===== src/pkg/spsc_pkg.sv =====
/*
  Shared constants and carrier types for the register protection and
  standby controller. Assumes a single 40 MHz system clock domain.
*/
package spsc_pkg;

  // Protection key that releases the lock
  localparam logic [7:0] PROTECT_KEY_OPEN = 8'h1f;

  // Sleep depth selector encodings
  localparam logic [1:0] DEPTH_CPU_ONLY = 2'h3;
  localparam logic [1:0] DEPTH_OSC_ONLY = 2'h2;
  localparam logic [1:0] DEPTH_FULL_STOP = 2'h1;

  // Warm-up count selector encodings
  localparam logic [1:0] WARMUP_SEL_8  = 2'h1;
  localparam logic [1:0] WARMUP_SEL_14 = 2'h2;
  localparam logic [1:0] WARMUP_SEL_16 = 2'h3;

  // Warm-up counts in oscillator periods
  localparam int WARMUP_CNT_8  = 256;
  localparam int WARMUP_CNT_14 = 16384;
  localparam int WARMUP_CNT_16 = 65536;
  localparam int WARMUP_W      = 17;

  // Reset values, NMI level, lock bit position and external wake input count
  localparam logic [7:0] NOISE_CTRL_RST = 8'h23;
  localparam logic [7:0] CFG_RST        = 8'h00;
  localparam logic [2:0] MASK_RST       = 3'h7;
  localparam logic [2:0] NMI_LEVEL      = 3'h7;
  localparam int         NOISE_LOCK_BIT = 7;
  localparam int         EXT_WAKE_N     = 5;

  // Register selector for key and guarded writes
  typedef enum logic [2:0] {
    SPSC_SEL_KEY,
    SPSC_SEL_NOISE,
    SPSC_SEL_CFG_A,
    SPSC_SEL_CFG_B,
    SPSC_SEL_STANDBY,
    SPSC_SEL_CSWAIT
  } spsc_sel_t;

  // CPU write request
  typedef struct packed {
    logic       wr;
    spsc_sel_t  sel;
    logic [7:0] data;
  } spsc_wr_t;

  // Standby configuration fields
  typedef struct packed {
    logic [1:0] sleep_depth_select;
    logic [1:0] warmup_count_select;
    logic       stop_pin_drive;
  } spsc_standby_t;

  // Peripheral sleep-run enables
  typedef struct packed {
    logic timer01_sleep_run;
    logic serial0_sleep_run;
    logic converter_sleep_run;
    logic watchdog_sleep_run;
  } spsc_run_t;

  // Standby controller states
  typedef enum logic [2:0] {
    SPSC_RUN,
    SPSC_CPU_SLEEP,
    SPSC_OSC_SLEEP,
    SPSC_STOP,
    SPSC_WARMUP,
    SPSC_RESUME
  } spsc_state_t;

endpackage


===== src/core/spsc_top.sv =====
/*
  Register write protection lock and standby (halt) controller.
  Assumes CPU writes, the halt strobe and interrupt requests are
  synchronous to clk_sys; the interrupt controller presents its highest
  pending level and keeps level-mode external requests asserted.
*/
`timescale 1ns/1ps
// What this block does
// Non-key value written to key locks
// Writing key 1F unlocks guarded registers
// Lock flag readable; reset clears lock
// Key register stays writable while locked
// Halt selects depth from two-bit selector
// CPU sleep: enabled peripherals keep running
// Oscillator sleep: clock stops, peripherals halt
// Full stop halts everything including oscillator
// Ports hold state in lighter sleeps
// Level at or above mask wakes, serviced
// Masked ordinary request keeps device halted
// Non-maskable request always wakes and serviced
// External 0-4 wake unserviced, flag kept
// Reset reinitialises settings; interrupt wake keeps
// Reset source allows 3 ms warm-up; srst here returns straight to run with no warm-up count
// Full stop exit waits selected warm-up
// Interrupt wake from stop after warm-up
// Wake sampled while halted, restart synchronous
// Stop pin drive follows drive-select bit
// Level external wake held until serviced
// Locked writes complete silently, no change
module spsc_top #(
  parameter int WARMUP_8  = spsc_pkg::WARMUP_CNT_8,
  parameter int WARMUP_14 = spsc_pkg::WARMUP_CNT_14,
  parameter int WARMUP_16 = spsc_pkg::WARMUP_CNT_16
) (
  input  wire logic                      clk_sys,          // System clock, 40 MHz
  input  wire logic                      srst,             // Synchronous reset, high
  input  wire spsc_pkg::spsc_wr_t        cpu_wr,           // CPU register write
  input  wire logic                      halt_exec,        // Halt instruction pulse
  input  wire logic [2:0]                irq_mask,         // CPU interrupt mask
  input  wire logic                      irq_req,          // Maskable request pending
  input  wire logic [2:0]                irq_level,        // Its priority level
  input  wire logic                      nmi_req,          // Non-maskable request
  input  wire logic [4:0]                ext_wake,         // External inputs 0..4
  input  wire spsc_pkg::spsc_run_t       run_en,           // Sleep-run enables
  output logic                           protect_on,       // Lock flag
  output logic [7:0]                     noise_control_reg, // Readback with lock
  output logic [7:0]                     sys_config_reg_a, // Guarded config A
  output logic [7:0]                     sys_config_reg_b, // Guarded config B
  output logic [7:0]                     cswait_cfg,       // Guarded CS/wait data
  output spsc_pkg::spsc_standby_t        standby_cfg,      // Standby config
  output logic                           cpu_stall,        // CPU execution halted
  output logic                           sys_clk_en,       // System clock enable
  output logic                           osc_en,           // Oscillator enable
  output spsc_pkg::spsc_run_t            periph_run,       // Per-peripheral run
  output logic                           irq_ctrl_run,     // Interrupt ctrl active
  output logic                           port_hold,        // I/O ports frozen
  output logic                           pin_float,        // Stop: float pins
  output logic                           osc_out_high,     // Oscillator out pin high
  output logic                           wake_service,     // Resume with service
  output logic                           wake_resume       // Resume without service
);

  // Warm-up length for a selector value
  function automatic logic [spsc_pkg::WARMUP_W-1:0] warm_len(input logic [1:0] s);
    case (s)
      spsc_pkg::WARMUP_SEL_8:  warm_len = spsc_pkg::WARMUP_W'(WARMUP_8);
      spsc_pkg::WARMUP_SEL_14: warm_len = spsc_pkg::WARMUP_W'(WARMUP_14);
      spsc_pkg::WARMUP_SEL_16: warm_len = spsc_pkg::WARMUP_W'(WARMUP_16);
      default:                 warm_len = spsc_pkg::WARMUP_W'(WARMUP_8);
    endcase
  endfunction

  spsc_pkg::spsc_state_t         state_q;
  logic [spsc_pkg::WARMUP_W-1:0] warm_q;
  logic                          svc_q;
  logic                          lock_q;
  logic [7:0]                    noise_q;
  spsc_pkg::spsc_standby_t       stby_q;
  logic                          wr_ok;
  logic                          wake_en;
  logic                          wake_ext;
  logic                          wake_any;

  // Guarded writes pass only when unlocked; key always writable
  assign wr_ok = cpu_wr.wr && !lock_q;

  // Lock state, cleared by reset
  always_ff @(posedge clk_sys) begin
    if (srst) begin
      lock_q <= 1'b0;
    end else if (cpu_wr.wr && cpu_wr.sel == spsc_pkg::SPSC_SEL_KEY) begin
      lock_q <= (cpu_wr.data != spsc_pkg::PROTECT_KEY_OPEN);
    end
  end

  // Guarded clock-gear and chip-select registers
  always_ff @(posedge clk_sys) begin
    if (srst) begin
      noise_q          <= spsc_pkg::NOISE_CTRL_RST;
      sys_config_reg_a <= spsc_pkg::CFG_RST;
      sys_config_reg_b <= spsc_pkg::CFG_RST;
      cswait_cfg       <= spsc_pkg::CFG_RST;
      stby_q           <= '0;
    end else if (wr_ok) begin
      case (cpu_wr.sel)
        spsc_pkg::SPSC_SEL_NOISE:   noise_q <= cpu_wr.data;
        spsc_pkg::SPSC_SEL_CFG_A:   sys_config_reg_a <= cpu_wr.data;
        spsc_pkg::SPSC_SEL_CFG_B:   sys_config_reg_b <= cpu_wr.data;
        spsc_pkg::SPSC_SEL_CSWAIT:  cswait_cfg <= cpu_wr.data;
        spsc_pkg::SPSC_SEL_STANDBY: stby_q <= cpu_wr.data[4:0];
        default:                    noise_q <= noise_q;
      endcase
    end
  end

  // Lock flag merged into the noise-control readback
  always_ff @(posedge clk_sys) begin
    if (srst) begin
      protect_on        <= 1'b0;
      noise_control_reg <= spsc_pkg::NOISE_CTRL_RST;
      standby_cfg       <= '0;
    end else begin
      protect_on        <= lock_q;
      noise_control_reg <= noise_q;
      noise_control_reg[spsc_pkg::NOISE_LOCK_BIT] <= lock_q;
      standby_cfg       <= stby_q;
    end
  end

  // Wake qualification: enabled level, NMI, or external 0-4
  assign wake_en  = nmi_req || (irq_req && irq_level >= irq_mask);
  assign wake_ext = |ext_wake;
  assign wake_any = wake_en || wake_ext;

  // Halt state machine
  always_ff @(posedge clk_sys) begin
    if (srst) begin
      state_q <= spsc_pkg::SPSC_RUN;
      warm_q  <= '0;
      svc_q   <= 1'b0;
    end else begin
      case (state_q)
        spsc_pkg::SPSC_RUN: begin
          if (halt_exec) begin
            case (stby_q.sleep_depth_select)
              spsc_pkg::DEPTH_CPU_ONLY:  state_q <= spsc_pkg::SPSC_CPU_SLEEP;
              spsc_pkg::DEPTH_OSC_ONLY:  state_q <= spsc_pkg::SPSC_OSC_SLEEP;
              spsc_pkg::DEPTH_FULL_STOP: state_q <= spsc_pkg::SPSC_STOP;
              default:                   state_q <= spsc_pkg::SPSC_RUN;
            endcase
          end
        end
        spsc_pkg::SPSC_CPU_SLEEP, spsc_pkg::SPSC_OSC_SLEEP: begin
          if (wake_any) begin
            svc_q   <= wake_en;
            state_q <= spsc_pkg::SPSC_RESUME;
          end
        end
        spsc_pkg::SPSC_STOP: begin
          if (wake_any) begin
            svc_q   <= wake_en;
            warm_q  <= warm_len(stby_q.warmup_count_select);
            state_q <= spsc_pkg::SPSC_WARMUP;
          end
        end
        spsc_pkg::SPSC_WARMUP: begin
          if (warm_q <= spsc_pkg::WARMUP_W'(1)) begin
            state_q <= spsc_pkg::SPSC_RESUME;
          end else begin
            warm_q <= warm_q - spsc_pkg::WARMUP_W'(1);
          end
        end
        spsc_pkg::SPSC_RESUME: state_q <= spsc_pkg::SPSC_RUN;
        default:               state_q <= spsc_pkg::SPSC_RUN;
      endcase
    end
  end

  // Per-mode controls, registered
  always_ff @(posedge clk_sys) begin
    if (srst) begin
      cpu_stall    <= 1'b0;
      sys_clk_en   <= 1'b1;
      osc_en       <= 1'b1;
      periph_run   <= '1;
      irq_ctrl_run <= 1'b1;
      port_hold    <= 1'b0;
      pin_float    <= 1'b0;
      osc_out_high <= 1'b0;
      wake_service <= 1'b0;
      wake_resume  <= 1'b0;
    end else begin
      cpu_stall    <= state_q != spsc_pkg::SPSC_RUN && state_q != spsc_pkg::SPSC_RESUME;
      sys_clk_en   <= state_q == spsc_pkg::SPSC_RUN || state_q == spsc_pkg::SPSC_RESUME
                      || state_q == spsc_pkg::SPSC_CPU_SLEEP;
      osc_en       <= state_q != spsc_pkg::SPSC_STOP;
      irq_ctrl_run <= state_q == spsc_pkg::SPSC_RUN || state_q == spsc_pkg::SPSC_RESUME
                      || state_q == spsc_pkg::SPSC_CPU_SLEEP;
      periph_run   <= (state_q == spsc_pkg::SPSC_CPU_SLEEP) ? run_en
                      : (state_q == spsc_pkg::SPSC_RUN || state_q == spsc_pkg::SPSC_RESUME)
                      ? '1 : '0;
      port_hold    <= state_q == spsc_pkg::SPSC_CPU_SLEEP
                      || state_q == spsc_pkg::SPSC_OSC_SLEEP;
      pin_float    <= state_q == spsc_pkg::SPSC_STOP && !stby_q.stop_pin_drive;
      osc_out_high <= state_q == spsc_pkg::SPSC_STOP;
      wake_service <= state_q == spsc_pkg::SPSC_RESUME && svc_q;
      wake_resume  <= state_q == spsc_pkg::SPSC_RESUME && !svc_q;
    end
  end

endmodule


===== config.mk =====
export PLATFORM = sky130hd
export DESIGN_NAME = spsc_top
export DESIGN_NICKNAME = d
export VERILOG_FILES = /design/src/pkg/spsc_pkg.sv /design/src/core/spsc_top.sv
export SDC_FILE = /design/constraint.sdc
export NUM_CORES = 1
export LEC_CHECK = 0
export ABC_AREA = 1
export ABC_CLOCK_PERIOD_IN_PS = 1700
export BUFFER_PORTS_ARGS = -buffer_cell sky130_fd_sc_hd__buf_2
export CELL_PAD_IN_SITES_DETAIL_PLACEMENT = 1
export CELL_PAD_IN_SITES_GLOBAL_PLACEMENT = 1
export CORE_ASPECT_RATIO = 1.25
export CORE_UTILIZATION = 30
export CTS_CLUSTER_DIAMETER = 100
export DETAILED_ROUTE_END_ITERATION = 7
export PLACE_DENSITY_LB_ADDON = 0.1
export SETUP_SLACK_MARGIN = 0.5
export SYNTH_ARGS = -nofsm -noshare
export SYNTH_HDL_FRONTEND = slang
export SYNTH_SLANG_ARGS = --single-unit

===== constraint.sdc =====
create_clock -name clk_sys -period 1.7 [get_ports clk_sys]
set_input_delay 0.17 -clock clk_sys [delete_from_list [all_inputs] [get_ports clk_sys]]
set_output_delay 0.17 -clock clk_sys [all_outputs]
set_load 0.005 [all_outputs]

# Yosys cells after proc, flatten, opt, wreduce, memory -nomap -nowiden
# Cells that the tools add are included.
word_totals:
  mem_bits_ro: 0
  mem_count: 0
  latch_bits: 0
  mem_bits_rw: 0
  wordCells: 96
  reg_bits: 84
classes:
  mux: 12
  magnitude_cmp: 2
  n_mul: 0
  bitwise_logic: 0
  reduce_logical: 30
  n_addsub: 1
  div_mod_pow: 0
  eq_ne: 23
  shift: 0
ops:
  columns: ["cell", "count"]
  rows:
  - ["17-bit one-hot mux with 2 select lines", 2]
  - ["17-bit two-way mux", 2]
  - ["17-bit by 1-bit <= comparator with 1-bit output (second input constant)", 1]
  - ["17-bit by 1-bit subtractor with 17-bit output (second input constant)", 1]
  - ["3-bit by 2-bit equality test with 1-bit output (second input constant)", 4]
  - ["3-bit equality test (second input constant)", 4]
  - ["3-bit two-way mux", 4]
  - ["3-bit one-hot mux with 4 select lines", 1]
  - ["2-bit AND reduction", 6]
  - ["2-bit != test (second input constant)", 5]
  - ["2-bit equality test (second input constant)", 4]
  - ["4-bit two-way mux", 2]
  - ["8-bit by 5-bit != test with 1-bit output (second input constant)", 1]
  - ["1-bit logical AND", 7]
  - ["3-bit by 1-bit equality test with 1-bit output (second input constant)", 2]
  - ["3-bit zero test", 2]
  - ["2-bit one-hot mux with 3 select lines", 1]
  - ["1-bit logical OR", 5]
  - ["5-bit OR reduction", 1]
  - ["4-bit AND reduction", 1]
  - ["3-bit >= comparator", 1]
  - ["1-bit zero test", 3]
  - ["3-bit by 2-bit != test with 1-bit output (second input constant)", 1]
  - ["3-bit != test (second input constant)", 1]
  - ["other kinds (6)", 6]

# Longest topological paths before layout
depth:
  ltp_word: 6
  depth_mapped: 13
  mapped_depth_nobuf: 13

# Least setup slack after synthesis
# No wires, ideal clock.
synth_path:
  kind: "input-to-reg"
  start: "input irq_mask[2]"
  end: "register warm_q[8] (netlist bit)"
  path_stages: 13
  setup_ps: 113
  arrival_ps: 1366
  setup_slack_ps: 221
  cell_sequence: "inv_1 ha_1 nand2_1 inv_1 nand2_1 nand2_1 nand2_1 nand3_1 nand2_2 nand2_2 buf_6 nor2_1 nor2_1"
synth_via:
  elab_chain_cells: 6
synth_lines:
  columns: ["item", "line_no", "text"]
  rows:
  - ["start: declaration", "spsc_top.sv:39", "input wire logic [2:0] irq_mask,"]
  - ["3-bit >= comparator", "spsc_top.sv:131", "assign wake_en = nmi_req || (irq_req && irq_level >= irq_mask);"]
  - ["1-bit logical AND", "spsc_top.sv:131", null]
  - ["1-bit logical OR", "spsc_top.sv:131", null]
  - ["1-bit logical OR", "spsc_top.sv:133", "assign wake_any = wake_en || wake_ext;"]
  - ["2-bit != test (no source line)", null, null]
  - ["3-bit AND reduction (no source line)", null, null]
  - ["end signal: assignment", "spsc_top.sv:162", "warm_q <= warm_len(stby_q.warmup_count_select);"]
  - ["end signal: assignment", "spsc_top.sv:170", "warm_q <= warm_q - spsc_pkg::WARMUP_W'(1);"]
  - ["end: declaration", "spsc_top.sv:74", "logic [spsc_pkg::WARMUP_W-1:0] warm_q;"]
# No other way between the ends.
# A chain may end at the register's enable or synchronous reset.

# Final worst setup path
layout_path:
  start: "register warm_q[2] (netlist bit)"
  end: "register warm_q[14] (netlist bit)"
layout_via:
  elab_chain_cells: 3
  word_cells_on_any_way: 6
layout_lines:
  columns: ["item", "line_no"]
  rows:
  - ["17-bit by 1-bit subtractor with 17-bit output or 17-bit by 1-bit <= comparator with 1-bit output (tied branches)", "spsc_top.sv:170, spsc_top.sv:167"]
  - ["17-bit two-way mux or 2-bit != test (tied branches)", null]
  - ["17-bit one-hot mux with 2 select lines or 3-bit AND reduction (tied branches)", null]
# Parallel ways exist; a longest one is shown, timed or not. The select of a mux whose other input is x is not followed.

==> impl_metrics.yaml <==
die:
  ios: 83
  core.rowCount: 44
  die_y_um: 125.1
  die_w_um: 100.5
  core_mm2: 0.01173
  start_util: 0.3102
  dieArea_mm2: 0.01257
worst_hold_path:
  min_from: "run_en[1]"
  holdPathStages: 3
  hold_path_end: "periph_run[1]$_SDFF_PP1_"
  min_path_type: "in -> reg"
routing:
  via_count: 3652
  route.detailed.drc: 0
  via_per_inst: 4.617
  routed_wl_mm: 11.48
  drt_first_pass_iters: 4
  wire_per_inst_um: 14.51
  ant_nets: 0
  drt-initial-drc-count: 75
sta:
  rsz0062_at_grt: "yes"
  finalSetupTns_ns: 0
  setup_viol: 0
  relSlewSlack: 0.5782
  worst_pin_slew_ns: 0.6327
  layout_min_cycle_time_ns: 1.429
  maxSlewViolCount: 0
  finalHoldViolations: 0
  max_freq_mhz: 700.0
  skew_ns: 0.008866
  period_share: 0.8404
grt:
  grt_overflow: 0
  antenna_found_initial: 0
  grt_pass1_wl_mm: 18.46
  grt_pass1_vias: 3714
  grt_util_all_layers: 0.1871
  grt_max_degree: 46
setup_path:
  worst-path-max-fanout: 8
  cpMostUsedCell: "nand3_2"
  cp_top_family: "simple AND/OR/NAND/NOR gates"
  cpPeakStageDelay_ns: 0.37
  end_kind: "flip-flop"
  cp_slowest_cell: "dfxtp_4"
  worstSetupPathType: "reg -> reg"
  reg2regPathDepth: 9
  start_kind: "flip-flop"
  cp_num_buf_inv: 1
  ff2ff_setup_slack_ns: 0.27
  rr_endpoint: "warm_q[14]$_SDFFE_PP0P_"
  worstPathArrival_ns: 1.66
  r2r_start: "warm_q[2]$_SDFFE_PP0P_"
  path_cells: "nor2_4, nand3_2, nor2_2, nand2_2, nand3_4, buf_6, nand3_2, nand2_1, nor2_1"
  cp_data_required_time_ns: 1.93
clock_network:
  cts-buffers-inserted: 9
  cts_hold_buf: 0
  clock_latency_ns: 0.34
  path_clk_slew_ns: 0.07
  cts.path.max_buffers: 2
  clock_sinks: 83
  root_buffer: "clkbuf_16"
  htree_levels: 3
  cts_tree: "built"
finish:
  nets: 665
  final_cell_area_mm2: 0.005330
  final_cell_mix: "nor2_1, buf_2, nand2_1"
  fillerInstances: 1461
  largest-register: "warm_q"
  insertedDiodeCount: 0
  syn_to_final_growth_pct: 46.54
  largest_reg_flops: 17
  layout-drive-gt1-share: 0.4270
  postLayoutCoreUtil: 0.4545
  final_common_cell: "nor2_1"
pwr:
  power_density_mw_per_mm2: 1340
  p_int_mw: 4.422
  pwr-share-comb: 0.413
  p_sw_mw: 2.722
  p_sw_frac: 0.3810
  vdd_drop_max_uv: 630.9
  p_leak_nw: 2.481
  seqPwrFrac: 0.329
  clkPwrFrac: 0.258
run:
  maxCapViolCount: 0
synthesis:
  synthArstFlopShare: 0
  synth-edff-count: 0
  syn_inst: 509
  synth_area_mm2: 0.003637
  syn-num-nets: 549
  synthTopCellsByArea: "dfxtp_1, nor2_1, nand2_1, inv_1, o21ai_0"
  synth_warnings: 0
  synth-seq-cells: 83
  synth_largest_area_cell: "dfxtp_1"
  ys_types: 30
  ys_seq_area_frac: 0.4568
  synth-main-ff-cell: "dfxtp_1"
  synth.avg_cell_area_um2: 7.146
  synth_top_area_frac: 0.4568
place:
  dpl.hpwl_mm: 8.091
  port_buffers: 82
  placed_area_mm2: 0.004383
  gp_congestion: 0.8007
status:
  outcome: "finished, final reports clean"
## metrics by stage
stage | hold slack [ns] | setup WS, ns | std cells | power [mW]
final | 0.08034 | 0.2713 | 791 | 7.144
after floorplan | 0.2525 | 0.3781 | 509 | 4.072
after global placement | 0.4048 | 0.1252 | 750 | 4.696
after global routing | 0.09199 | 0.1374 | 791 | 7.650
after CTS | 0.08375 | 0.2876 | 780 | 6.994
after detailed placement | 0.4125 | 0.09014 | 750 | 4.756
## per-layer routing
layer  track usage  part of all wire  wire [um]
met1        0.2042              0.40       4601
met3       0.03745             0.028        318
met5             0                 0          0
met4       0.05456             0.013        144
met2        0.3566              0.56       6417
## tightest hold or removal path, delay by kind of cell
kind                   cells  cell delay, ns
buffers and inverters      2            0.13
AOI/OAI and AO/OA          1            0.06
## synth_stat cells (2+ instances only)
library cell  count
inv_1            59
o21ai_0          41
a31oi_1           2
nor2_1          119
xnor2_1           5
nor3_1            4
nand4_1           3
clkinv_1          2
buf_4             3
nand3_1          33
buf_6             4
nor2_2            3
dfxtp_1          83
or2_2             2
nand2_2           2
nand3_2           2
a21oi_1          27
clkbuf_1          5
ha_1              8
nand2_1          89
xor2_1            2
o211ai_1          3
## power by group through the flow
stage	sequential (mW)	combinational, mW	clock (mW)
2_1_floorplan	2.35	1.72	0
3_3_place_gp	2.36	2.34	0
3_5_place_dp	2.36	2.39	0
4_1_cts	2.34	2.77	1.89
5_1_grt	2.38	3.30	1.97
6_report	2.35	2.95	1.84
## repair_timing
item                       4_1_cts  5_1_grt
setup buffers                   13       11
pin swaps                       30       25
setup endpoints to repair       57       58
gates resized for setup         76       94
cloned                           1        0
## logic make-up (layout without fill, tap and decap cells)
| kind of cell | after synthesis | after routing | share of synthesized area |
|---|---|---|---|
| buffers and inverters | 76 | 197 | 0.09460 |
| AND/OR/NAND/NOR | 261 | 261 | 0.2986 |
| XOR/XNOR | 7 | 7 | 0.01686 |
| flip-flops | 83 | 83 | 0.4568 |
| adder cells (fa/ha/maj) | 8 | 8 | 0.02752 |
| AO/OA/AOI/OAI | 74 | 74 | 0.1056 |
## cell type report
class | instances | area, um^2 | area share
clock inverter | 6 | 48.80 | 0.009155
clock buffer | 10 | 229.0 | 0.04296
sequential | 83 | 1694 | 0.3178
timing repair buffer | 119 | 754.5 | 0.1415
timing repair inverter | 1 | 7.507 | 0.001408
inverter | 61 | 252.7 | 0.04742
tap | 161 | 201.4 | 0.03779
multi-input combinational | 350 | 2142 | 0.4019
## how the worst max path moves through the flow
stage,startpoint,endpoint,cells after the start
global placement,irq_mask[2],warm_q[14]$_SDFFE_PP0P_,14
finish,warm_q[2]$_SDFFE_PP0P_,warm_q[14]$_SDFFE_PP0P_,9
floorplan,irq_level[2],warm_q[8]$_SDFFE_PP0P_,12
CTS,warm_q[1]$_SDFFE_PP0P_,warm_q[14]$_SDFFE_PP0P_,10
global route,warm_q[2]$_SDFFE_PP0P_,state_q[0]$_SDFFE_PP0P_,10
detailed placement,irq_mask[2],warm_q[14]$_SDFFE_PP0P_,14
Note: power is estimated with default switching activity, not from simulation.
